--- config.mk ---
export PLATFORM = sky130hd
export DESIGN_NAME = event_input_destination_router
export DESIGN_NICKNAME = d
export VERILOG_FILES = /design/src/axil_regs.v /design/src/route_decode.v /design/src/event_input_destination_router.v
export VERILOG_INCLUDE_DIRS = /design/src /design/src/src
export SDC_FILE = /design/constraint.sdc
export NUM_CORES = 1
export LEC_CHECK = 0
export BUFFER_PORTS_ARGS = -buffer_cell sky130_fd_sc_hd__buf_2
export CORE_UTILIZATION = 60
export CTS_CLUSTER_SIZE = 24
export DETAILED_ROUTE_END_ITERATION = 8
export PLACE_DENSITY_LB_ADDON = 0.05
export SETUP_SLACK_MARGIN = 0.1
export SYNTH_ARGS = -nofsm -noshare
export SYNTH_HDL_FRONTEND = slang
export SYNTH_SLANG_ARGS = --single-unit
--- constraint.sdc ---
create_clock -name core_clk -period 13.75 [get_ports core_clk]
set_input_delay 0 -clock core_clk [delete_from_list [all_inputs] [get_ports core_clk]]
set_output_delay 0 -clock core_clk [all_outputs]
set_load 0.05 [all_outputs]
--- src/event_router_defs.vh ---
// register offsets, field positions and reset values of the event router
`ifndef EVENT_ROUTER_DEFS_VH
`define EVENT_ROUTER_DEFS_VH

`define CTRL_OFFSET_0        8'h00
`define CTRL_OFFSET_1        8'h04
`define CTRL_OFFSET_2        8'h08
`define CTRL_OFFSET_3        8'h0c
`define STATUS_OFFSET        8'h10
`define EVEN_SEL_HI          14
`define EVEN_SEL_LO          12
`define EVEN_EN_BIT          11
`define ODD_SEL_HI           30
`define ODD_SEL_LO           28
`define ODD_EN_BIT           27
`define CTRL_WRITE_MASK      32'h7800_7800
`define CTRL_RESET           32'h0000_0000
`define SEL_HIGH_GROUP_BIT   2
`define AXI_RESP_OKAY        2'b00
`define AXI_RESP_SLVERR      2'b10

`endif

--- src/axil_regs.v ---
// axi4-lite slave holding the four channel control registers
//
// Implementation choices: the AXI4-Lite slave port and the placing of the registers.
`include "event_router_defs.vh"

module axil_regs (
    // clock and reset
    input  wire        core_clk,
    input  wire        srst,
    // write address, data and response
    input  wire [7:0]  s_axi_awaddr,
    input  wire        s_axi_awvalid,
    output reg         s_axi_awready,
    input  wire [31:0] s_axi_wdata,
    input  wire [3:0]  s_axi_wstrb,
    input  wire        s_axi_wvalid,
    output reg         s_axi_wready,
    output reg  [1:0]  s_axi_bresp,
    output reg         s_axi_bvalid,
    input  wire        s_axi_bready,
    // read
    input  wire [7:0]  s_axi_araddr,
    input  wire        s_axi_arvalid,
    output reg         s_axi_arready,
    output reg  [31:0] s_axi_rdata,
    output reg  [1:0]  s_axi_rresp,
    output reg         s_axi_rvalid,
    input  wire        s_axi_rready,
    // register contents and status
    output wire [127:0] ctrl_flat,
    input  wire [31:0]  status_word
);

    reg  [31:0] ctrl_r [0:3];
    reg  [7:0]  waddr_r;
    reg  [31:0] wdata_r;
    reg  [3:0]  wstrb_r;
    reg         have_aw_r;
    reg         have_w_r;
    integer     k;

    function [2:0] decode;
        input [7:0] addr;
        begin
            case (addr)
                `CTRL_OFFSET_0: decode = 3'h0;
                `CTRL_OFFSET_1: decode = 3'h1;
                `CTRL_OFFSET_2: decode = 3'h2;
                `CTRL_OFFSET_3: decode = 3'h3;
                `STATUS_OFFSET: decode = 3'h4;
                default:        decode = 3'h7;
            endcase
        end
    endfunction

    genvar g;
    generate
        for (g = 0; g < 4; g = g + 1) begin : g_flat
            assign ctrl_flat[g*32 +: 32] = ctrl_r[g];
        end
    endgenerate

    wire       aw_take = s_axi_awvalid & s_axi_awready;
    wire       w_take  = s_axi_wvalid & s_axi_wready;
    wire       aw_now  = have_aw_r | aw_take;
    wire       w_now   = have_w_r | w_take;
    wire [7:0] wa      = have_aw_r ? waddr_r : s_axi_awaddr;
    wire [31:0] wd     = have_w_r ? wdata_r : s_axi_wdata;
    wire [3:0] ws      = have_w_r ? wstrb_r : s_axi_wstrb;
    wire       do_wr   = aw_now & w_now & ~s_axi_bvalid;
    wire [2:0] widx    = decode(wa);
    wire [2:0] ridx    = decode(s_axi_araddr);
    wire [31:0] bmask  = {{8{ws[3]}}, {8{ws[2]}}, {8{ws[1]}}, {8{ws[0]}}}
                         & `CTRL_WRITE_MASK;

    always @(posedge core_clk) begin
        if (srst) begin
            for (k = 0; k < 4; k = k + 1)
                ctrl_r[k] <= `CTRL_RESET;
            have_aw_r     <= 1'b0;
            have_w_r      <= 1'b0;
            waddr_r       <= 8'h00;
            wdata_r       <= 32'h0000_0000;
            wstrb_r       <= 4'h0;
            s_axi_awready <= 1'b0;
            s_axi_wready  <= 1'b0;
            s_axi_bvalid  <= 1'b0;
            s_axi_bresp   <= `AXI_RESP_OKAY;
            s_axi_arready <= 1'b0;
            s_axi_rvalid  <= 1'b0;
            s_axi_rdata   <= 32'h0000_0000;
            s_axi_rresp   <= `AXI_RESP_OKAY;
        end else begin
            // hold each channel once taken until the write completes
            if (aw_take && !do_wr) begin
                have_aw_r <= 1'b1;
                waddr_r   <= s_axi_awaddr;
            end
            if (w_take && !do_wr) begin
                have_w_r <= 1'b1;
                wdata_r  <= s_axi_wdata;
                wstrb_r  <= s_axi_wstrb;
            end
            s_axi_awready <= ~aw_now & ~s_axi_awready & ~s_axi_bvalid;
            s_axi_wready  <= ~w_now & ~s_axi_wready & ~s_axi_bvalid;
            if (do_wr) begin
                have_aw_r    <= 1'b0;
                have_w_r     <= 1'b0;
                s_axi_bvalid <= 1'b1;
                if (widx < 3'h4) begin
                    ctrl_r[widx[1:0]] <= (ctrl_r[widx[1:0]] & ~bmask)
                                         | (wd & bmask);
                    s_axi_bresp <= `AXI_RESP_OKAY;
                end else if (widx == 3'h4) begin
                    s_axi_bresp <= `AXI_RESP_OKAY;
                end else begin
                    s_axi_bresp <= `AXI_RESP_SLVERR;
                end
            end else if (s_axi_bvalid && s_axi_bready) begin
                s_axi_bvalid <= 1'b0;
            end
            // read: arready one cycle, data the next
            s_axi_arready <= s_axi_arvalid & ~s_axi_arready & ~s_axi_rvalid;
            if (s_axi_arvalid && s_axi_arready) begin
                s_axi_rvalid <= 1'b1;
                s_axi_rresp  <= `AXI_RESP_OKAY;
                if (ridx < 3'h4)
                    s_axi_rdata <= ctrl_r[ridx[1:0]];
                else if (ridx == 3'h4)
                    s_axi_rdata <= status_word;
                else begin
                    s_axi_rdata <= 32'h0000_0000;
                    s_axi_rresp <= `AXI_RESP_SLVERR;
                end
            end else if (s_axi_rvalid && s_axi_rready) begin
                s_axi_rvalid <= 1'b0;
            end
        end
    end

endmodule

--- src/route_decode.v ---
// decoder of one selector into one-hot gating unit lines
`include "event_router_defs.vh"

module route_decode #(
    parameter UNITS = 8
) (
    // selector
    input  wire [2:0]       sel,
    input  wire             enable,
    input  wire             event_in,
    // routed lines
    output wire [UNITS-1:0] lines
);

    genvar u;
    generate
        for (u = 0; u < UNITS; u = u + 1) begin : g_unit
            // only codes 100 to 111 reach units 4 to 7; lower codes unused
            assign lines[u] = event_in & enable
                & sel[`SEL_HIGH_GROUP_BIT]
                & (u >= 4) & (sel[1:0] == (u % 4));
        end
    endgenerate

endmodule

--- src/event_input_destination_router.v ---
// top of the event router: registers and routed trigger lines
`include "event_router_defs.vh"

// Contract
// - selector bits 14:12 pick the unit for even event, when enabled
// - even codes 100 to 111 send channel 2i to units 4 to 7
// - selector bits 30:28 pick the unit for odd event, when enabled
// - odd codes 100 to 111 send channel 2i+1 to units 4 to 7
// - each routed line indexed by source channel and unit index
// - four control registers, register i serves channels 2i and 2i+1
module event_input_destination_router #(
    parameter CHANNELS = 8,
    parameter UNITS    = 8
) (
    // clock and reset
    input  wire                      core_clk,
    input  wire                      srst,
    // axi4-lite write
    input  wire [7:0]                s_axi_awaddr,
    input  wire                      s_axi_awvalid,
    output wire                      s_axi_awready,
    input  wire [31:0]               s_axi_wdata,
    input  wire [3:0]                s_axi_wstrb,
    input  wire                      s_axi_wvalid,
    output wire                      s_axi_wready,
    output wire [1:0]                s_axi_bresp,
    output wire                      s_axi_bvalid,
    input  wire                      s_axi_bready,
    // axi4-lite read
    input  wire [7:0]                s_axi_araddr,
    input  wire                      s_axi_arvalid,
    output wire                      s_axi_arready,
    output wire [31:0]               s_axi_rdata,
    output wire [1:0]                s_axi_rresp,
    output wire                      s_axi_rvalid,
    input  wire                      s_axi_rready,
    // input channel events
    input  wire [CHANNELS-1:0]       edge_trigger_input_channel,
    // routed lines, bit c*UNITS+u is channel c to unit u
    output reg  [CHANNELS*UNITS-1:0] routed_trigger_line,
    // per-unit merged trigger
    output reg  [UNITS-1:0]          output_gating_unit
);

    wire [127:0]              ctrl_flat;
    wire [CHANNELS*UNITS-1:0] lines;
    reg  [UNITS-1:0]          merged;
    reg  [31:0]               status_r;
    integer                   c;

    axil_regs u_regs (
        .core_clk      (core_clk),
        .srst          (srst),
        .s_axi_awaddr  (s_axi_awaddr),
        .s_axi_awvalid (s_axi_awvalid),
        .s_axi_awready (s_axi_awready),
        .s_axi_wdata   (s_axi_wdata),
        .s_axi_wstrb   (s_axi_wstrb),
        .s_axi_wvalid  (s_axi_wvalid),
        .s_axi_wready  (s_axi_wready),
        .s_axi_bresp   (s_axi_bresp),
        .s_axi_bvalid  (s_axi_bvalid),
        .s_axi_bready  (s_axi_bready),
        .s_axi_araddr  (s_axi_araddr),
        .s_axi_arvalid (s_axi_arvalid),
        .s_axi_arready (s_axi_arready),
        .s_axi_rdata   (s_axi_rdata),
        .s_axi_rresp   (s_axi_rresp),
        .s_axi_rvalid  (s_axi_rvalid),
        .s_axi_rready  (s_axi_rready),
        .ctrl_flat     (ctrl_flat),
        .status_word   (status_r)
    );

    genvar i;
    generate
        // register i serves channels 2i and 2i+1
        // pair per register
        for (i = 0; i < CHANNELS / 2; i = i + 1) begin : g_pair
            wire [31:0] ctrl = ctrl_flat[i*32 +: 32];
            route_decode #(.UNITS(UNITS)) u_even (
                .sel      (ctrl[`EVEN_SEL_HI:`EVEN_SEL_LO]),
                .enable   (ctrl[`EVEN_EN_BIT]),
                .event_in (edge_trigger_input_channel[2*i]),
                .lines    (lines[(2*i)*UNITS +: UNITS])
            );
            route_decode #(.UNITS(UNITS)) u_odd (
                .sel      (ctrl[`ODD_SEL_HI:`ODD_SEL_LO]),
                .enable   (ctrl[`ODD_EN_BIT]),
                .event_in (edge_trigger_input_channel[2*i+1]),
                .lines    (lines[(2*i+1)*UNITS +: UNITS])
            );
        end
    endgenerate

    always @* begin
        merged = {UNITS{1'b0}};
        for (c = 0; c < CHANNELS; c = c + 1)
            merged = merged | lines[c*UNITS +: UNITS];
    end

    // registered outputs cost one cycle of latency but keep glitches off
    always @(posedge core_clk) begin
        if (srst) begin
            routed_trigger_line <= {CHANNELS*UNITS{1'b0}};
            output_gating_unit  <= {UNITS{1'b0}};
            status_r            <= 32'h0000_0000;
        end else begin
            routed_trigger_line <= lines;
            output_gating_unit  <= merged;
            status_r            <= {{(32-UNITS-CHANNELS){1'b0}},
                                    merged, edge_trigger_input_channel};
        end
    end

endmodule

==> results.tsv, run 1 <==
metric	value	unit
status	complete, no violations	
vias	8592	
hold_viol_final	0	
numCtsBuffers	25	
leakagePower	5.25	nW
dieWidth	138	um
syn_inst	993	
die_h	138	um
setup_violations	0	
synth_edf_count	128	
hpwl	16900	um
placed_area	11500	um2
arrival	4.97	ns
grt_start_max_net_pins	70	
drtPass1Iterations	5	
cp.required	13.91	ns
nFillCells	1346	
ys_seq_elements	231	
n_antenna_cell	0	
ys.flop_type	edfxtp_1	
clkLatencyLatePin	0.52	ns
portBuffers	115	
dieArea	18900	um2
cts_tree	built	
drt_wl_total	28600	um
grt_pass1_wl	44000	um
critical_path_class	reg -> reg	
drc	0	
rows	49	
cpMostUsedCell	buf_4	
cts_root_buf	clkbuf_16	
grt_usage	30.6	%
ys_types	63	
yosys_warnings	0	
fin_area	12600	um2
timing.fmax	208	MHz
cts_resized	0	
period_share	35.0	%
synthArstFlopShare	0	%
finalWeightedCongestion	0.945	
hold_path.class	in -> reg	
layout_common_cells	edfxtp_1, buf_2, dfxtp_1, mux2i_1, nor2_1	
clkTransAtPathRegs	0.06	ns
synth_area	11000	um2
cp-end-kind	register	
io_pins	180	
critical-path-top-delay-family	simple AND/OR/NAND/NOR gates	
max_slew_margin	19.5	%
area_growth	14.5	%
drt_iter0_drc	923	
path_buf_inv	2	
cts_sinks	231	
drv_cap	0	
h-tree-depth	1	
irDropWorstVdd	0.113	mV
skew	0.00765	ns
period_needed	4.81	ns
core_region_area	18000	um2
max_slew.worst_pin.slew	1.21	ns
final_max_slew_viol_count	0	
clockBufferDepth	3	
setup_tns	0	ns
syn_area_per_cell	11.1	um2
antenna_found_initial	0	
grt_pass1_vias	7972	
drtAntennaViolNets	0	
start_util	61.3	%
drive_above_1_share	19.5	%
grt_setup_unrepaired	false	
cts_setup_buffers	0	
startpoint_type	register	
via_per_inst	6.36	
gr-total-overflow	0	
routedWlPerCell	21.2	um
path_max_fanout	29	
fin_nets	1170	
max_stage_delay	0.73	ns
seq_area_frac_synth	53.6	%
path_cells	or4b_1 -> o22ai_2 -> and3_1 -> buf_4 -> nand3_2 -> nand2_1 -> buf_4	
cp_slowest_cell	and3_1	
layout_commonest_cell	edfxtp_1	
power_density	122	nW/um2
==> sequential cells by signal (all words and copies together), names as in the netlist <==
| signal | count |
|---|---|
| u_regs.s_axi_wready | 1 |
| u_regs.have_aw_r | 1 |
| u_regs.wstrb_r | 2 |
| status_r | 9 |
| u_regs.waddr_r | 8 |
| u_regs.s_axi_awready | 1 |
| u_regs.s_axi_rresp | 1 |
| u_regs.have_w_r | 1 |
| u_regs.s_axi_rdata | 32 |
| u_regs.s_axi_arready | 1 |
| u_regs.s_axi_rvalid | 1 |
| u_regs.ctrl_r | 128 |
| routed_trigger_line | 32 |
| u_regs.s_axi_bresp | 1 |
| output_gating_unit | 3 |
| u_regs.wdata_r | 8 |
| u_regs.s_axi_bvalid | 1 |
==> per-stage QoR <==
step	setup slack [ns]	cells	hold slack (ns)	utilization [%]	power, W
global route	8.63	1350	0.0493	70.2	0.00158
CTS	8.95	1350	0.0350	70.2	0.00154
global placement	9.01	1270	0.248	64.0	0.000906
finish	8.94	1350	0.0465	70.2	0.00154
detailed placement	8.97	1270	0.254	64.0	0.000907
floorplan	8.27	1030	0.128	-	0.000881
==> where the power goes <==
| group | internal (W) | total, W | switching, W |
|---|---|---|---|
| clock network | 0.000368 | 0.000634 | 0.000265 |
| registers | 0.000748 | 0.000767 | 0.0000187 |
| logic | 0.0000387 | 0.000137 | 0.0000982 |
==> layout make-up <==
type | instances | area [um2] | area share [%]
Clock buffer | 32 | 682 | 5.40
Clock inverter | 13 | 93.8 | 0.744
Inverter | 21 | 78.8 | 0.625
Multi-Input combinational cell | 661 | 4550 | 36.0
Sequential cell | 231 | 5910 | 46.8
Tap cell | 229 | 287 | 2.27
Timing Repair Buffer | 163 | 1020 | 8.11
==> worst min-delay path: stages <==
cell	delay (ns)
buf_2	0.09
buf_4	0.26
nor2_1	0.15
==> kinds of logic after synthesis <==
family                 count (synthesis)  share of synthesized area [%]
AO/OA/AOI/OAI                        212                           14.7
buffers and inverters                138                           6.59
flip-flops                           231                           53.6
multiplexers                         119                           11.0
other                                  1                         0.0340
AND/OR/NAND/NOR                      292                           14.1
==> cells in the mapped netlist (3+ instances only) <==
| master | count | area, um2 |
|---|---|---|
| edfxtp_1 | 128 | 3840 |
| dfxtp_1 | 103 | 2060 |
| mux2i_1 | 102 | 1020 |
| nor2_1 | 62 | 233 |
| a211oi_1 | 61 | 458 |
| nand2_1 | 60 | 225 |
| buf_4 | 48 | 360 |
| nor3_1 | 46 | 230 |
| clkbuf_1 | 43 | 161 |
| o21ai_0 | 26 | 130 |
| a32o_1 | 25 | 250 |
| buf_2 | 21 | 105 |
| inv_1 | 21 | 78.8 |
| nor4_1 | 21 | 131 |
| nor3b_1 | 19 | 143 |
| mux2_2 | 17 | 191 |
| a22oi_1 | 16 | 120 |
| o22ai_1 | 16 | 100 |
| nand3_1 | 15 | 75.1 |
| nor2_2 | 14 | 87.6 |
| a21oi_1 | 12 | 60.1 |
| and3_1 | 12 | 75.1 |
| nor2b_1 | 9 | 56.3 |
| nor4b_1 | 7 | 61.3 |
| o311ai_0 | 6 | 52.6 |
| a2111oi_1 | 5 | 50.1 |
| a311oi_1 | 5 | 43.8 |
| o2111a_1 | 5 | 56.3 |
| o211ai_1 | 5 | 37.5 |
| a31oi_1 | 4 | 25.0 |
| a32oi_1 | 4 | 35.0 |
| and4_1 | 4 | 35.0 |
| buf_1 | 4 | 15.0 |
| nand2b_1 | 4 | 25.0 |
| nand4_1 | 3 | 18.8 |
| or3_1 | 3 | 18.8 |
==> worst paths after layout <==
check / startpoint / end / slack (ns) / cells after the start
worst max-delay path: u_regs.have_aw_r$_SDFFE_PP0P_ / u_regs.ctrl_r[0][17]$_SDFFCE_PN0P_ / 8.94 / 7
worst max register to register: u_regs.have_aw_r$_SDFFE_PP0P_ / u_regs.ctrl_r[0][17]$_SDFFCE_PN0P_ / 8.94 / 7
worst min register to register: u_regs.s_axi_rvalid$_SDFFE_PP0P_ / u_regs.s_axi_arready$_SDFF_PP0_ / 0.46 / 1
worst min-delay path: srst / u_regs.s_axi_rresp[1]$_SDFFE_PP0P_ / 0.05 / 3
==> timing repair <==
action	in CTS	in global routing
endpoints found under the setup margin	0	0
endpoints found under the hold margin	51	0
hold buffers	35	0
==> routing by layer <==
| layer | routed length [um] | track usage (%) | vias up |
|---|---|---|---|
| met5 | 0 | 0 | - |
| met1 | 12200 | 42.2 | 4166 |
| met2 | 13700 | 50.6 | 417 |
| met4 | 632 | 8.06 | 0 |
| met3 | 2110 | 4.12 | 48 |
| li1 | - | - | 3961 |
Note: power is estimated with default switching activity, not from simulation.
==> run 2, diff against run 1 <==
CORE_UTILIZATION = 57   (was 60)
clock period = 4.6 ns   (was 13.75 ns; I/O delays follow)
==> results.tsv, run 2 (same netlist as run 1, synthesis figures left out) <==
metric	value	unit	change
cts_setup_buffers	0		unchanged
startpoint_type	register		
n_antenna_cell	0		unchanged
fin_nets	1179		+0.77%
dieWidth	141	um	+2.6%
largest_reg_flops	128		unchanged
clkTransAtPathRegs	0.06	ns	about the same
p_clk_share	41.4	%	+0.2 points
cp-end-kind	register		
routedWlPerCell	20.9	um	-1.4%
vias	8584		-0.093%
grt_pass1_wl	45100	um	+2.5%
max_slew.worst_pin.slew	1.20	ns	-0.00491 ns
status	complete, no violations		
antenna_found_initial	0		unchanged
clockBufferDepth	3		unchanged
drt_iter0_drc	677		-27%
cts_tree	built		
grt_pass1_vias	8171		+2.5%
setup_tns	0	ns	unchanged
start_util	58.5	%	-2.8 points
drtPass1Iterations	5		unchanged
cts_root_buf	clkbuf_16		
area_growth	15.6	%	
grt_start_max_net_pins	51		-27%
max_slew_margin	19.9	%	+0.33 points
drv_cap	0		unchanged
clkLatencyLatePin	0.52	ns	about the same
gr-total-overflow	0		unchanged
largest-register	u_regs.ctrl_r		
numCtsBuffers	25		unchanged
critical_path_class	reg -> reg		
path_max_fanout	17		-41%
dieArea	19900	um2	+5.2%
rows	50		+2.0%
dp.cells	1311		+3.2%
hold_viol_final	0		unchanged
grt_setup_unrepaired	false		
skew	0.00630	ns	-0.00135 ns
final_max_slew_viol_count	0		unchanged
drc	0		unchanged
grt_usage	29.3	%	-1.3 points
cts_resized	0		unchanged
period_needed	3.50	ns	-1.31 ns
cp.required	4.93	ns	-8.98 ns
switchingPower	0.00114	W	+200%
power_density	363	nW/um2	+200%
drt_wl_total	29000	um	+1.5%
leakagePower	5.30	nW	+1.0%
reg_top3	u_regs.ctrl_r x128, routed_trigger_line x32, u_regs.s_axi_rdata x32		
setup_violations	0		unchanged
drive_above_1_share	20.1	%	+0.57 points
timing.fmax	286	MHz	+37%
portBuffers	115		unchanged
layout_commonest_cell	edfxtp_1		
die_h	141	um	+2.6%
cts_sinks	231		unchanged
h-tree-depth	1		unchanged
seqPwrFrac	49.6	%	-0.3 points
p_int	0.00348	W	+200%
finalNonFillerCells	1389		+2.9%
layout_common_cells	edfxtp_1, buf_2, dfxtp_1, mux2i_1, nor2_1		
via_per_inst	6.18		-2.9%
finalWeightedCongestion	0.931		-1.5%
arrival	3.84	ns	-1.13 ns
core_region_area	18800	um2	+4.8%
hold_path.class	in -> reg		
io_pins	180		unchanged
period_share	76.1	%	+41 points
drtAntennaViolNets	0		unchanged
sw_frac_of_total	24.6	%	-0.25 points
combPwrFrac	9.1	%	+0.2 points
irDropWorstVdd	0.354	mV	+210%
hpwl	17500	um	+3.8%
## run 2: stage by stage
stage,worst slack [ns],util [%],hold slack (ns),total power (W),cell area [um2]
after floorplan,0.648,-,0.128,0.00263,11200
after global placement,1.22,61.7,0.248,0.00272,11600
after detailed placement,1.14,61.7,0.255,0.00272,11600
after CTS,1.12,67.6,0.0548,0.00464,12700
after global routing,0.942,67.6,0.0704,0.00476,12700
final,1.10,67.6,0.0615,0.00462,12700
## run 2: worst paths after layout
check | slack (ns) | startpoint | endpoint | cells after the start
setup / recovery | 1.10 | u_regs.have_aw_r$_SDFFE_PP0P_ | u_regs.ctrl_r[3][10]$_DFFE_PP_ | 6
hold / removal | 0.06 | srst | status_r[1]$_SDFF_PP0_ | 3
setup reg to reg | 1.10 | u_regs.have_aw_r$_SDFFE_PP0P_ | u_regs.ctrl_r[3][10]$_DFFE_PP_ | 6
hold reg to reg | 0.46 | u_regs.s_axi_rvalid$_SDFFE_PP0P_ | u_regs.s_axi_arready$_SDFF_PP0_ | 1
## run 2: power by group through the flow
| stage | Sequential, W | Combinational, W | Clock [W] |
|---|---|---|---|
| after floorplan | 0.00233 | 0.000302 | 0 |
| after CTS | 0.00229 | 0.000413 | 0.00194 |
| after detailed placement | 0.00233 | 0.000389 | 0 |
| after global routing | 0.00230 | 0.000446 | 0.00201 |
| final | 0.00229 | 0.000418 | 0.00191 |
| after global placement | 0.00233 | 0.000387 | 0 |
## run 2: layout make-up
class                           count  area [um2]
Clock inverter                     10        73.8
Sequential cell                   231        5910
Fill cell                        1508        6090
Timing Repair Buffer              172        1090
Clock buffer                       34         709
Tap cell                          260         325
Multi-Input combinational cell    661        4550
Inverter                           21        78.8
## run 2: worst max-delay path: stages, from the launching register on
cell	delay, ns
dfxtp_1	0.62
or4b_1	0.54
o22ai_2	0.47
and4_1	0.87
buf_4	0.38
o22ai_1	0.14
a311oi_1	0.30
## run 2: routing by layer
layer | track usage [%] | up-vias | share of wire (%)
li1 | - | 3983 | -
met4 | 10.2 | 0 | 3.1
met3 | 4.04 | 56 | 7.2
met5 | 0 | - | 0
met2 | 49.3 | 399 | 48
met1 | 38.9 | 4146 | 42
## run 2: timing repair
action                                  in CTS  in global routing
hold buffers                                34                  0
endpoints found under the hold margin       51                  0
endpoints found under the setup margin       0                  0
==> run 3, diff against run 2 <==
CORE_UTILIZATION = 51   (was 57)
clock period = 3.1 ns   (was 4.6 ns; I/O delays follow)
==> results.tsv, run 3 (same netlist as run 1, synthesis figures left out) <==
metric	value	unit	change
cp.required	3.41	ns	-1.52 ns
clkTransAtPathRegs	0.06	ns	about the same
cts_setup_buffers	0		unchanged
cp-end-kind	register		
layout_commonest_cell	edfxtp_1		
dieWidth	149	um	+5.6%
finalWeightedCongestion	0.907		-2.6%
p_clk_share	41.1	%	-0.3 points
largest-register	u_regs.ctrl_r		
h-tree-depth	1		unchanged
io_pins	180		unchanged
r2r.worst_path.cells	6		unchanged
holdPathEnd	u_regs.s_axi_rresp[1]$_SDFFE_PP0P_		
antenna_found_initial	0		unchanged
combPwrFrac	9.5	%	+0.4 points
holdWs	0.0923	ns	+0.0308 ns
area_growth	17.4	%	
min_path_cells	3		unchanged
path_buf_inv	1		unchanged
fin_area	12900	um2	+1.6%
grt_setup_unrepaired	false		
drt_wl_total	29900	um	+3.1%
arrival	3.13	ns	-0.71 ns
drtPass1Iterations	5		unchanged
reg_top3	u_regs.ctrl_r x128, routed_trigger_line x32, u_regs.s_axi_rdata x32		
drive_above_1_share	20.6	%	+0.45 points
max_slew.worst_pin.slew	1.04	ns	-0.157 ns
status	complete, no violations		
total_power	0.00687	W	+49%
start_util	52.3	%	-6.3 points
clockBufferDepth	3		unchanged
grt_pass1_vias	8258		+1.1%
cts_tree	built		
setup_violations	0		unchanged
skew	0.00904	ns	+0.00274 ns
hpwl	18600	um	+6.3%
hold_viol_final	0		unchanged
switchingPower	0.00169	W	+48%
cp_slowest_cell	or4b_1		
hold_path.class	in -> reg		
drc	0		unchanged
period_needed	2.82	ns	-0.681 ns
critical-path-top-delay-family	compound AO/OA/AOI/OAI gates		
max_stage_delay	0.51	ns	-0.36 ns
drtAntennaViolNets	0		unchanged
sw_frac_of_total	24.6	%	-0.038 points
grt_usage	27.2	%	-2.1 points
portBuffers	115		unchanged
drv_cap	0		unchanged
placed_area	11800	um2	+1.8%
irDropWorstVdd	0.425	mV	+20%
numCtsBuffers	25		unchanged
max_slew_margin	30.2	%	+10 points
r2r-end	u_regs.ctrl_r[0][30]$_SDFFCE_PN0P_		
p_int	0.00518	W	+49%
gr-total-overflow	0		unchanged
rows	53		+6.0%
routedWlPerCell	21.1	um	+0.96%
hp-start	srst		
drt_iter0_drc	703		+3.8%
period_share	91.0	%	+15 points
startpoint_type	register		
setup_tns	0	ns	unchanged
cts_sinks	231		unchanged
vias	8612		+0.33%
nFillCells	1821		+21%
n_antenna_cell	0		unchanged
seqPwrFrac	49.4	%	-0.2 points
critical_path_class	reg -> reg		
die_h	149	um	+5.6%
leakagePower	5.39	nW	+1.6%
final_max_slew_viol_count	0		unchanged
r2r_slack	0.28	ns	-0.82 ns
worstSetupPathDepth	6		unchanged
layout_common_cells	edfxtp_1, buf_2, mux2i_1, dfxtp_1, nor2_1		
clkLatencyLatePin	0.51	ns	about the same
core_region_area	21100	um2	+12%
dieArea	22200	um2	+12%
cts_root_buf	clkbuf_16		
power_density	531	nW/um2	+46%
via_per_inst	6.07		-1.7%
timing.fmax	355	MHz	+24%
grt_start_max_net_pins	70		+37%
path_cells	or4b_1 -> o22ai_2 -> and3_1 -> buf_4 -> o21ai_1 -> a2111oi_2		
grt_pass1_wl	46500	um	+3.2%
path_max_fanout	21		+4
largest_reg_flops	128		unchanged
fin_nets	1192		+1.1%
r2r_start	u_regs.have_aw_r$_SDFFE_PP0P_		
[run 3: how the worst max path moves through the flow]
stage	startpoint	slack (ns)	to
6_report	u_regs.have_aw_r$_SDFFE_PP0P_	0.28	u_regs.ctrl_r[0][30]$_SDFFCE_PN0P_
5_1_grt	u_regs.have_aw_r$_SDFFE_PP0P_	0.12	u_regs.ctrl_r[0][28]$_SDFFCE_PN0P_
4_1_cts	u_regs.have_aw_r$_SDFFE_PP0P_	0.26	u_regs.ctrl_r[1][25]$_SDFFCE_PN0P_
3_5_place_dp	u_regs.have_aw_r$_SDFFE_PP0P_	0.30	u_regs.ctrl_r[3][10]$_DFFE_PP_
3_3_place_gp	u_regs.have_aw_r$_SDFFE_PP0P_	0.37	u_regs.ctrl_r[3][10]$_DFFE_PP_
2_1_floorplan	u_regs.s_axi_wready$_SDFF_PP0_	0.10	u_regs.ctrl_r[3][0]$_DFFE_PP_
[run 3: final cells by class]
type | instances | area (um2) | share of cell area [%]
sequential | 231 | 5910 | 45.7
inverter | 21 | 78.8 | 0.609
multi-input combinational | 661 | 4570 | 35.3
tap | 275 | 344 | 2.66
clock inverter | 3 | 15.0 | 0.116
clock buffer | 42 | 762 | 5.89
timing repair buffer | 185 | 1260 | 9.75
[run 3: power groups by stage]
stage          Combinational, W  Sequential (W)  Clock [W]
3_5_place_dp           0.000611         0.00346          0
2_1_floorplan          0.000454         0.00346          0
3_3_place_gp           0.000609         0.00345          0
5_1_grt                0.000695         0.00341    0.00298
4_1_cts                0.000647         0.00339    0.00286
6_report               0.000652         0.00339    0.00282
[run 3: stage by stage]
| stage | instances | worst slack [ns] | utilization (%) |
|---|---|---|---|
| floorplan | 1030 | 0.104 | - |
| global route | 1418 | 0.117 | 61.3 |
| global placement | 1339 | 0.370 | 56.0 |
| CTS | 1418 | 0.265 | 61.3 |
| detailed placement | 1339 | 0.303 | 56.0 |
| finish | 1418 | 0.280 | 61.3 |
[run 3: worst min-delay path, cell delays in order]
cell and delay (ns):
buf_2 0.16, buf_4 0.27, nor2_1 0.13
[run 3: repair_timing]
action | 4_1_cts | 5_1_grt
hold buffers | 34 | 0
hold endpoints to repair | 48 | 0
resized for setup | 0 | 1
setup endpoints to repair | 0 | 2
[run 3: layer usage]
metal / GRT usage, % / vias up / routed length [um]
met1: 38.8 / 4196 / 13300
met5: 0 / - / 0
met3: 3.09 / 51 / 2060
li1: - / 4008 / -
met4: 7.76 / 0 / 667
met2: 43.7 / 357 / 13800
